### src/pkg/rssc_regs.vh
// constants for the reset and standby sequencer with pin state control
`ifndef RSSC_REGS_VH
`define RSSC_REGS_VH

// sequencer states
`define RSSC_ST_HWSTBY      3'h0
`define RSSC_ST_OSC         3'h1
`define RSSC_ST_MANUAL      3'h2
`define RSSC_ST_POR         3'h3
`define RSSC_ST_EXCEPT      3'h4
`define RSSC_ST_RUN         3'h5

// operating mode codes
`define RSSC_MODE_W         3
`define RSSC_MODE_EXT_LO    3'h4
`define RSSC_MODE_EXT_HI    3'h6

// run-state codes on the pin-state unit
`define RSSC_PS_POR         3'h0
`define RSSC_PS_MANUAL      3'h1
`define RSSC_PS_HWSTBY      3'h2
`define RSSC_PS_SWSTBY      3'h3
`define RSSC_PS_BUSREL      3'h4
`define RSSC_PS_EXEC        3'h5

// oscillator settling time, clock period and settle counter width
`define RSSC_OSC_SETTLE_NS  1000
`define RSSC_CLK_PERIOD_NS  25
`define RSSC_CNT_W          8
`define RSSC_CNT_ZERO       8'h00
`define RSSC_CNT_ONE        8'h01

// synchroniser idle levels: standby high, clear low, interrupt low
`define RSSC_SYNC_IDLE      3'h4

`endif

### src/rtl/rssc_seq.v
// reset and standby sequencer with pin state control
//
// Function
// While the interrupt pin is sampled low after power-up the device stays in manual reset.
// A high interrupt pin after power-up moves the device to power-on reset.
// While the standby pin is low the device stays in hardware standby with all pins floating.
// A high standby pin starts the oscillator, then the device enters power-on reset.
// Releasing reset starts power-on reset exception handling.
// The far side drives clear low at least ten states before standby falls to keep memory.
// The far side holds clear low until standby has fallen.
// With memory retention off the far side may enter standby without clear.
// The far side holds clear low and interrupt high about 100 ns before raising standby.
// In retained states input pins float and output pins keep their level; here select pins 1 to 3 drive high in software standby with standby_output_keep.
// In modes 4 to 6 select pins 1 to 3 drive high in manual reset after the bus cycle if set; here they float while nmi_seen_q is low.
// In modes 4 to 6 select pins 1 to 3 float in power-on reset, hardware standby, bus release.
// In modes 1 to 3 and 7 port g bit 3 floats in reset and hardware standby, else kept; here it is kept in manual reset once nmi_seen_q is set.
// A low standby pin forces hardware standby whatever clear and interrupt do.
`include "rssc_regs.vh"

module rssc_seq #(
    parameter OSC_SETTLE_NS = `RSSC_OSC_SETTLE_NS
) (
    // clock and reset
    input  wire       mclk,
    input  wire       srst,
    // device pins
    input  wire       hardware_standby_n,
    input  wire       external_clear_n,
    input  wire       nmi_level,
    // core side
    input  wire [2:0] mode,
    input  wire       internal_memory_enable,
    input  wire       standby_output_keep,
    input  wire       sw_standby,
    input  wire       bus_release,
    input  wire       cycle_done,
    input  wire [2:0] cs_ddr,
    input  wire [2:0] cs_func,
    input  wire       port_g_bit3_ddr,
    input  wire       port_g_bit3_dout,
    // status
    output reg        osc_enable,
    output reg        core_reset,
    output reg        exception_start,
    output reg        memory_retained,
    output reg        pins_float,
    // pins
    output reg  [2:0] area_select_n_out,
    output reg  [2:0] area_select_n_oe,
    output reg        port_g_bit3_out,
    output reg        port_g_bit3_oe
);

    localparam OSC_CYC = (OSC_SETTLE_NS + `RSSC_CLK_PERIOD_NS - 1) / `RSSC_CLK_PERIOD_NS;

    ////////////////////////////////////////////////////////////////////////////
    // pin synchronisers

    reg [2:0] sy1_q;
    reg [2:0] sy2_q;
    wire      standby_s;
    wire      clr_s;
    wire      nmi_s;

    always @(posedge mclk)
    begin
        if (srst)
        begin
            sy1_q <= `RSSC_SYNC_IDLE;
            sy2_q <= `RSSC_SYNC_IDLE;
        end
        else
        begin
            sy1_q <= {hardware_standby_n, external_clear_n, nmi_level};
            sy2_q <= sy1_q;
        end
    end

    assign standby_s = sy2_q[2];
    assign clr_s     = sy2_q[1];
    assign nmi_s     = sy2_q[0];

    ////////////////////////////////////////////////////////////////////////////
    // sequencer

    reg [2:0]              st_q;
    reg [2:0]              st_d;
    reg [`RSSC_CNT_W-1:0]  cnt_q;
    reg [`RSSC_CNT_W-1:0]  cnt_d;
    reg                    nmi_seen_q;
    reg                    nmi_seen_d;
    reg                    mem_d;

    always @*
    begin
        st_d       = st_q;
        cnt_d      = cnt_q;
        nmi_seen_d = nmi_seen_q;
        mem_d      = memory_retained;
        if (!standby_s)
        begin
            st_d  = `RSSC_ST_HWSTBY;
            cnt_d = `RSSC_CNT_ZERO;
            // retention only when clear was already low on standby entry
            if (st_q != `RSSC_ST_HWSTBY)
                mem_d = internal_memory_enable & ~clr_s;
        end
        else
        begin
            case (st_q)
                `RSSC_ST_HWSTBY:
                begin
                    st_d  = `RSSC_ST_OSC;
                    cnt_d = OSC_CYC[`RSSC_CNT_W-1:0];
                end
                `RSSC_ST_OSC:
                begin
                    if (cnt_q <= `RSSC_CNT_ONE)
                        st_d = `RSSC_ST_POR;
                    else
                        cnt_d = cnt_q - `RSSC_CNT_ONE;
                end
                `RSSC_ST_MANUAL:
                begin
                    if (nmi_s)
                    begin
                        st_d       = `RSSC_ST_POR;
                        nmi_seen_d = 1'b1;
                    end
                end
                `RSSC_ST_POR:
                begin
                    if (clr_s)
                        st_d = `RSSC_ST_EXCEPT;
                end
                `RSSC_ST_EXCEPT:
                begin
                    st_d  = `RSSC_ST_RUN;
                    mem_d = 1'b0;
                end
                `RSSC_ST_RUN:
                begin
                    // clear with the interrupt pin low is a manual reset
                    if (!clr_s)
                        st_d = nmi_s ? `RSSC_ST_POR : `RSSC_ST_MANUAL;
                end
                default: st_d = `RSSC_ST_MANUAL;
            endcase
        end
    end

    always @(posedge mclk)
    begin
        if (srst)
        begin
            // power-up: manual reset until the interrupt pin is seen high
            st_q            <= `RSSC_ST_MANUAL;
            cnt_q           <= `RSSC_CNT_ZERO;
            nmi_seen_q      <= 1'b0;
            memory_retained <= 1'b0;
            osc_enable      <= 1'b1;
            core_reset      <= 1'b1;
            exception_start <= 1'b0;
        end
        else
        begin
            st_q            <= st_d;
            cnt_q           <= cnt_d;
            nmi_seen_q      <= nmi_seen_d;
            memory_retained <= mem_d;
            osc_enable      <= (st_d != `RSSC_ST_HWSTBY);
            core_reset      <= (st_d != `RSSC_ST_RUN) && (st_d != `RSSC_ST_EXCEPT);
            exception_start <= (st_d == `RSSC_ST_EXCEPT);
        end
    end

    ////////////////////////////////////////////////////////////////////////////
    // pin states

    reg  [2:0] ps;
    reg  [2:0] cs_last_q;
    wire [2:0] cs_o;
    wire [2:0] cs_e;
    wire       pg_o;
    wire       pg_e;

    always @*
    begin
        case (st_q)
            `RSSC_ST_HWSTBY,
            `RSSC_ST_OSC:    ps = `RSSC_PS_HWSTBY;
            `RSSC_ST_MANUAL: ps = nmi_seen_q ? `RSSC_PS_MANUAL : `RSSC_PS_POR;
            `RSSC_ST_RUN:    ps = sw_standby ? `RSSC_PS_SWSTBY :
                                  (bus_release ? `RSSC_PS_BUSREL : `RSSC_PS_EXEC);
            default:         ps = `RSSC_PS_POR;
        endcase
    end

    rssc_pin_state u_pins (
        .mode                (mode),
        .pstate              (ps),
        .cycle_done          (cycle_done),
        .cs_ddr              (cs_ddr),
        .standby_output_keep (standby_output_keep),
        .port_ddr            (port_g_bit3_ddr),
        .port_dout           (port_g_bit3_dout),
        .cs_func             (cs_func),
        .cs_last             (cs_last_q),
        .cs_out              (cs_o),
        .cs_oe               (cs_e),
        .port_out            (pg_o),
        .port_oe             (pg_e)
    );

    always @(posedge mclk)
    begin
        if (srst)
        begin
            cs_last_q         <= 3'h7;
            area_select_n_out <= 3'h7;
            area_select_n_oe  <= 3'h0;
            port_g_bit3_out   <= 1'b0;
            port_g_bit3_oe    <= 1'b0;
            pins_float        <= 1'b1;
        end
        else
        begin
            cs_last_q         <= cs_o;
            area_select_n_out <= cs_o;
            // hardware standby floats every pin
            area_select_n_oe  <= (st_d == `RSSC_ST_HWSTBY) ? 3'h0 : cs_e;
            port_g_bit3_out   <= (pg_e && ps != `RSSC_PS_EXEC) ? port_g_bit3_out : pg_o;
            port_g_bit3_oe    <= (st_d == `RSSC_ST_HWSTBY) ? 1'b0 : pg_e;
            pins_float        <= (st_d == `RSSC_ST_HWSTBY);
        end
    end

endmodule

### src/rtl/rssc_pin_state.v
// pin driver state for the chip-select pins and port g bit 3
`include "rssc_regs.vh"

module rssc_pin_state (
    // mode and state
    input  wire [2:0] mode,
    input  wire [2:0] pstate,
    input  wire       cycle_done,
    // per-pin controls
    input  wire [2:0] cs_ddr,
    input  wire       standby_output_keep,
    input  wire       port_ddr,
    input  wire       port_dout,
    input  wire [2:0] cs_func,
    input  wire [2:0] cs_last,
    // resulting pin drive
    output wire [2:0] cs_out,
    output wire [2:0] cs_oe,
    output reg        port_out,
    output reg        port_oe
);

    wire ext_mode;
    assign ext_mode = (mode >= `RSSC_MODE_EXT_LO) && (mode <= `RSSC_MODE_EXT_HI);

    genvar g;
    generate
        for (g = 0; g < 3; g = g + 1)
        begin : g_cs
            reg out_b;
            reg oe_b;
            always @*
            begin
                out_b = 1'b1;
                oe_b  = 1'b0;
                if (ext_mode)
                begin
                    case (pstate)
                        `RSSC_PS_MANUAL:
                        begin
                            // drive high once the running bus cycle ends
                            out_b = cycle_done ? 1'b1 : cs_last[g];
                            oe_b  = cs_ddr[g];
                        end
                        `RSSC_PS_SWSTBY:
                        begin
                            oe_b = cs_ddr[g] & standby_output_keep;
                        end
                        `RSSC_PS_EXEC:
                        begin
                            out_b = cs_func[g];
                            oe_b  = cs_ddr[g];
                        end
                        default:
                        begin
                            oe_b = 1'b0;
                        end
                    endcase
                end
            end
            assign cs_out[g] = out_b;
            assign cs_oe[g]  = oe_b;
        end
    endgenerate

    // port g bit 3 as general port outside the extended modes
    always @*
    begin
        port_out = port_dout;
        port_oe  = 1'b0;
        if (!ext_mode)
        begin
            case (pstate)
                `RSSC_PS_POR,
                `RSSC_PS_HWSTBY: port_oe = 1'b0;
                default:         port_oe = port_ddr;
            endcase
        end
    end

endmodule

### config.mk
export PLATFORM = sky130hd
export DESIGN_NAME = rssc_seq
export DESIGN_NICKNAME = d
export VERILOG_FILES = /design/src/rtl/rssc_seq.v /design/src/rtl/rssc_pin_state.v
export VERILOG_INCLUDE_DIRS = /design/src /design/src/pkg
export SDC_FILE = /design/constraint.sdc
export NUM_CORES = 1
export LEC_CHECK = 0
export BUFFER_PORTS_ARGS = -buffer_cell sky130_fd_sc_hd__buf_2
export CAP_MARGIN = 20
export CORE_MARGIN = 2
export CORE_UTILIZATION = 46
export DETAILED_ROUTE_END_ITERATION = 7
export PLACE_DENSITY = 0.74
export SLEW_MARGIN = 25
export SYNTH_ARGS = -nofsm -noshare
export SYNTH_HDL_FRONTEND = slang
export SYNTH_SLANG_ARGS = --single-unit
### constraint.sdc
create_clock -name mclk -period 2.03 [get_ports mclk]
set_clock_uncertainty 0.2 [all_clocks]
set_input_delay 0.5075 -clock mclk [delete_from_list [all_inputs] [get_ports mclk]]
set_output_delay 0.5075 -clock mclk [all_outputs]
set_load 0.01 [all_outputs]
==> results of run 1 <==
-- through the flow --
step	area (um2)	std cells	setup TNS [ns]	util, %	setup slack [ns]
6_report	1690	220	0	61.6	0.0809
5_1_grt	1690	220	-0.0000739	61.6	-0.0000739
4_1_cts	1670	219	0	61.1	0.0491
3_5_place_dp	1570	211	0	57.3	0.0145
3_3_place_gp	1570	211	0	57.3	0.0840
2_1_floorplan	1320	143	0	-	0.0905
-- repair_timing --
action	4_1_cts	5_1_grt
endpoints found under the hold margin	0	0
pin swaps	1	0
buffers inserted	0	1
gates resized for setup	0	1
gates cloned	0	0
setup endpoints to repair	1	5
-- path summary, 6_finish.rpt --
check,start,end,slack (ns),cells after the start
worst max-delay path,cnt_q[2],cnt_q[3],0.08,4
worst min-delay path,hardware_standby_n,sy1_q[2],0.15,2
worst max register to register,cnt_q[2],cnt_q[3],0.08,4
worst min register to register,sy1_q[2],sy2_q[2],0.23,1
-- cell usage in the layout (no fill, tap or decap), types with 2 or more instances in the layout --
cell and count:
buf_2 33, nor2_1 19, and4_1 2, and2_1 3, nor2b_1 6, dfxtp_1 31
buf_4 11, a21oi_1 3, clkbuf_4 5, inv_1 7, o21bai_1 2, ha_1 2
nand4_1 2, nand2_1 4, nor3_1 9, xor2_1 2, or2_2 4, nand2b_1 4
o21ai_0 5, o211ai_1 3, nor4_1 3, a311oi_1 2, bufinv_16 2
-- area by class of cell --
cell class / instances / area, um2 / share of cell area, %
clock buffers: 5 / 37.5 / 2.23
clock inverters: 3 / 67.6 / 4.01
inverters: 7 / 26.3 / 1.56
multi-input cells: 99 / 647 / 38.4
flip-flops and latches: 31 / 621 / 36.8
well taps: 31 / 38.8 / 2.30
repair buffers: 44 / 248 / 14.7
-- cell families after synthesis --
logic type | Yosys count | share of synthesized area, %
flip-flops | 31 | 47.1
adder cells (fa/ha/maj) | 2 | 1.90
AO/OA/AOI/OAI | 26 | 14.5
XOR/XNOR | 3 | 1.99
buffers and inverters | 13 | 4.27
AND/OR/NAND/NOR | 66 | 28.3
multiplexers | 2 | 1.90
-- metal layers --
metal / global-route usage [%] / share of wire [%] / up-vias
li1: - / - / 601
met2: 33.4 / 49 / 21
met5: 0 / 0 / -
met4: 7.97 / 2.0 / 0
met1: 21.3 / 45 / 547
met3: 4.76 / 3.8 / 8
-- sequential cells by signal (all words and copies together), names as in the netlist --
signal	flops
st_q	3
nmi_seen_q	1
port_g_bit3_oe	1
cnt_q	8
area_select_n_oe	3
cs_last_q	3
exception_start	1
sy2_q	3
port_g_bit3_out	1
core_reset	1
pins_float	1
osc_enable	1
sy1_q	3
memory_retained	1
-- power by group --
part           switching, uW  internal (uW)  leakage (uW)
combinational           64.6           69.8      0.000418
clock                    213            383     0.0000514
sequential              14.0            627      0.000253
total                    292           1080      0.000722
-- worst max-delay path: cells and delay by family (launching register included) --
kind	cells	cell delay, ns
DFF	1	0.35
AOI/OAI and AO/OA	1	0.37
and+or+nand+nor	3	0.95
==> reports/metrics.cfg, run 1 <==
[run_status]
status = completed

[placement]
gp_congestion = 0.823
io_buffers = 33
hpwl_um = 2120

[yosys]
synth_top_area_share_pct = 47.1
syn_inst = 143
ys_seq_elements = 31
yosys_warnings = 0
synth_edf_count = 0
synth.most_common_cell = dfxtp_1
seq_area_frac_synth_pct = 47.1
synthTopCellsByArea = dfxtp_1 47%, nor2_1 5.4%, nor3_1 3.4%
synth_fp_nets = 166
synth_top_flop_cell = dfxtp_1
syn_area_per_cell_um2 = 9.21
synth_area_leader_cell = dfxtp_1
synthArstFlopShare_pct = 0
syn_area_um2 = 1320
ys_top_cells_by_count = 31 x dfxtp_1, 19 x nor2_1, 9 x nor3_1, 7 x inv_1, 6 x nor2b_1
ys_types = 45

[sta]
slew-limit-headroom_pct = 73.1
max_freq_ghz = 0.513
fin_crit_sh_pct = 96.0
whs_ns = 0.151
worstMarginPinSlew_ns = 0.394
rsz0062_at_grt = yes
setup_viol = 0
period_minus_slack_ns = 1.95
hold_viol_final = 0
slew_viol_final = 0

[floorplanning]
io_pins = 34
fp.dieW_um = 57.5
die_y_um = 57.5
num_rows = 19
start_util_pct = 48.2
die-area_um2 = 3310
core_um2 = 2730

[power]
leakage_uw = 0.000722
p_total_uw = 1370
powerDensity_nw_per_um2 = 814
ir_drop_uv = 962

[global_route]
antenna_found_initial = 0
grt_max_degree = 14
grt_pass1_vias = 1185
grt_util_all_layers_pct = 18.9
grt_pass1_wl_um = 4770
grt-ovfl-total = 0

[worst_setup_path]
critPathCaptureType = flop
worst_path_largest_cell_delay_ns = 0.54
arrival_ns = 1.99
crit_type = flop to flop
critPathSlowestCell = or4_4
cp_cell_sequence = or4_4 -> o31a_1 -> and4_1 -> nor3_1
start_kind = flop
crit_fanout = 8
critPathRequiredTime_ns = 2.07

[routing]
first_iter_violations = 19
antenna_left = 0
drc = 0
via_count = 1177
routedWlPerCell_um = 12.8
via_per_inst = 5.35
wl_um = 2810
drtPass1Iterations = 4

[clock_network]
cts.sinks = 31
clk_latency_ns = 0.33
numCtsBuffers = 5
cts_tree = built
clockBufferDepth = 2
holdBufCountCts = 0
clkTransAtPathRegs_ns = 0.10
h-tree-depth = 2
cts_root_buf = clkbuf_4

[job]
maxCapViolCount = 0

[cells_and_area]
final_nets = 211
drive_above_1_share_pct = 32.3
fill_cells = 249
n_antenna_cell = 0
synthToLayoutAreaGrowth_pct = 27.9

[worst_hold_path]
hold_class = input pin to flop

No activity file was read; power rests on OpenSTA's default activity.
==> inputs of run 2 (changes only) <==
- PLACE_DENSITY: 0.74 -> not set
- PLACE_DENSITY_LB_ADDON: not set -> 0.1
==> run 2 against run 1 <==
- design area is 2.2% lower
- clock power is 30% lower
- via count hardly changed
- sequential power hardly changed
- largest cell class unchanged
- maximum frequency is 0.41% lower
- wire length is 1.5% lower
- count of clock-buffer cells in the layout is 3 higher
- power is 13% lower
- worst setup slack worse by 0.0079 ns
- register-to-register slack hardly changed
- hold slack better by 0.0070 ns
- critical path depth stayed put
- largest power group unchanged
==> reports/metrics.cfg, run 2 (synthesized netlist as in run 1, its figures left out) <==
[run_status]
status = completed

[sta]
worstMarginPinSlew_ns = 0.434
fin_setup_tns_ns = 0
slew-limit-headroom_pct = 71.0
rsz0062_at_grt = yes
max_freq_ghz = 0.511
fin_crit_sh_pct = 96.4
period_minus_slack_ns = 1.96
setup_viol = 0
hold_viol_final = 0
slew_viol_final = 0

[worst_setup_path]
crit_type = flop to flop
cp_cell_sequence = or4_4 -> o31a_1 -> and4_1 -> nor3_1
worst_path_largest_cell_delay_ns = 0.53
critPathSlowestCell = or4_4
critPathRequiredTime_ns = 2.09
arrival_ns = 2.01
critPathCaptureType = flop
crit_fanout = 8
start_kind = flop

[clock_network]
holdBufCountCts = 0
cts_tree = built
cts_root_buf = clkbuf_4
clkTransAtPathRegs_ns = 0.10
clockBufferDepth = 2
cts.sinks = 31
clk_latency_ns = 0.33
numCtsBuffers = 5
h-tree-depth = 2
cts_setup_buffers = 0
post_cts_resized = 0

[cells_and_area]
final_nets = 209
drive_above_1_share_pct = 32.6
synthToLayoutAreaGrowth_pct = 25.2
largest_register_ffs = 8
mostFrequentLayoutCell = buf_2
top_register = cnt_q
n_antenna_cell = 0
final_cell_mix = 33 x buf_2, 31 x dfxtp_1, 18 x nor2_1
design_area_um2 = 1650

[routing]
wl_um = 2770
routedWlPerCell_um = 12.7
via_count = 1178
antenna_left = 0
drtPass1Iterations = 4
first_iter_violations = 41
drc = 0
via_per_inst = 5.40

[floorplanning]
start_util_pct = 48.2
die-area_um2 = 3310
num_rows = 19
io_pins = 34
core_um2 = 2730
fp.dieW_um = 57.5
die_y_um = 57.5

[global_route]
grt-ovfl-total = 0
grt_pass1_wl_um = 4400
grt_util_all_layers_pct = 17.5
grt_pass1_vias = 1021
grt_max_degree = 14
antenna_found_initial = 0

[power]
ir_drop_uv = 611
leakage_uw = 0.000700
powerDensity_nw_per_um2 = 723

[job]
maxCapViolCount = 0

[placement]
placed_cell_area_um2 = 1560
gp_congestion = 0.756
io_buffers = 33
hpwl_um = 2010

[worst_hold_path]
hold_class = input pin to flop

-- run 2: changes by cell type in the layout (fill, tap and decap cells not counted) --
cell        previous run  this run
clkbuf_1               0         1
buf_4                 11         9
clkinvlp_4             1         0
nor2_1                19        18
a311oi_2               0         2
clkbuf_8               0         2
a311oi_1               2         0
bufinv_16              2         0
nor2_2                 1         2
-- run 2: report_power, final --
group          internal (uW)  leakage [uW]  switching, uW
logic                   70.3      0.000409           64.1
clock network            204     0.0000386            212
registers                627      0.000253           16.7
-- run 2: worst paths after layout --
path	from	to	slack (ns)	depth (start not counted)
max	cnt_q[3]	cnt_q[5]	0.07	4
min	hardware_standby_n	sy1_q[2]	0.16	2
max reg2reg	cnt_q[3]	cnt_q[5]	0.07	4
min reg2reg	sy1_q[2]	sy2_q[2]	0.23	1
-- run 2: layer usage --
metal | wire [um] | track usage [%]
met5 | 0 | 0
met4 | 43 | 7.64
met3 | 170 | 7.26
met2 | 1210 | 25.8
met1 | 1340 | 22.5
-- run 2: layout make-up --
cell class	instances	area (um2)
multi-input combinational	99	662
sequential	31	621
timing repair buffer	42	233
inverter	7	26.3
clock buffer	8	68.8
tap	31	38.8
fill	258	1080
-- run 2: worst max-delay path: cells and delay by family, from the launching register on --
| family | cells | cell delay (ns) |
|---|---|---|
| flip-flops | 1 | 0.37 |
| AND/OR/NAND/NOR | 3 | 0.92 |
| AO/OA/AOI/OAI | 1 | 0.38 |
-- run 2: metrics by stage --
step	utilization [%]	setup WS, ns	std cells	total power, uW	hold WS, ns
2_1_floorplan	-	0.0905	143	728	0.189
3_3_place_gp	57.0	0.100	210	781	0.192
3_5_place_dp	57.0	0.0622	210	784	0.204
4_1_cts	59.5	0.0469	218	1200	0.138
5_1_grt	60.3	-0.00226	218	1250	0.127
6_report	60.3	0.0730	218	1190	0.158
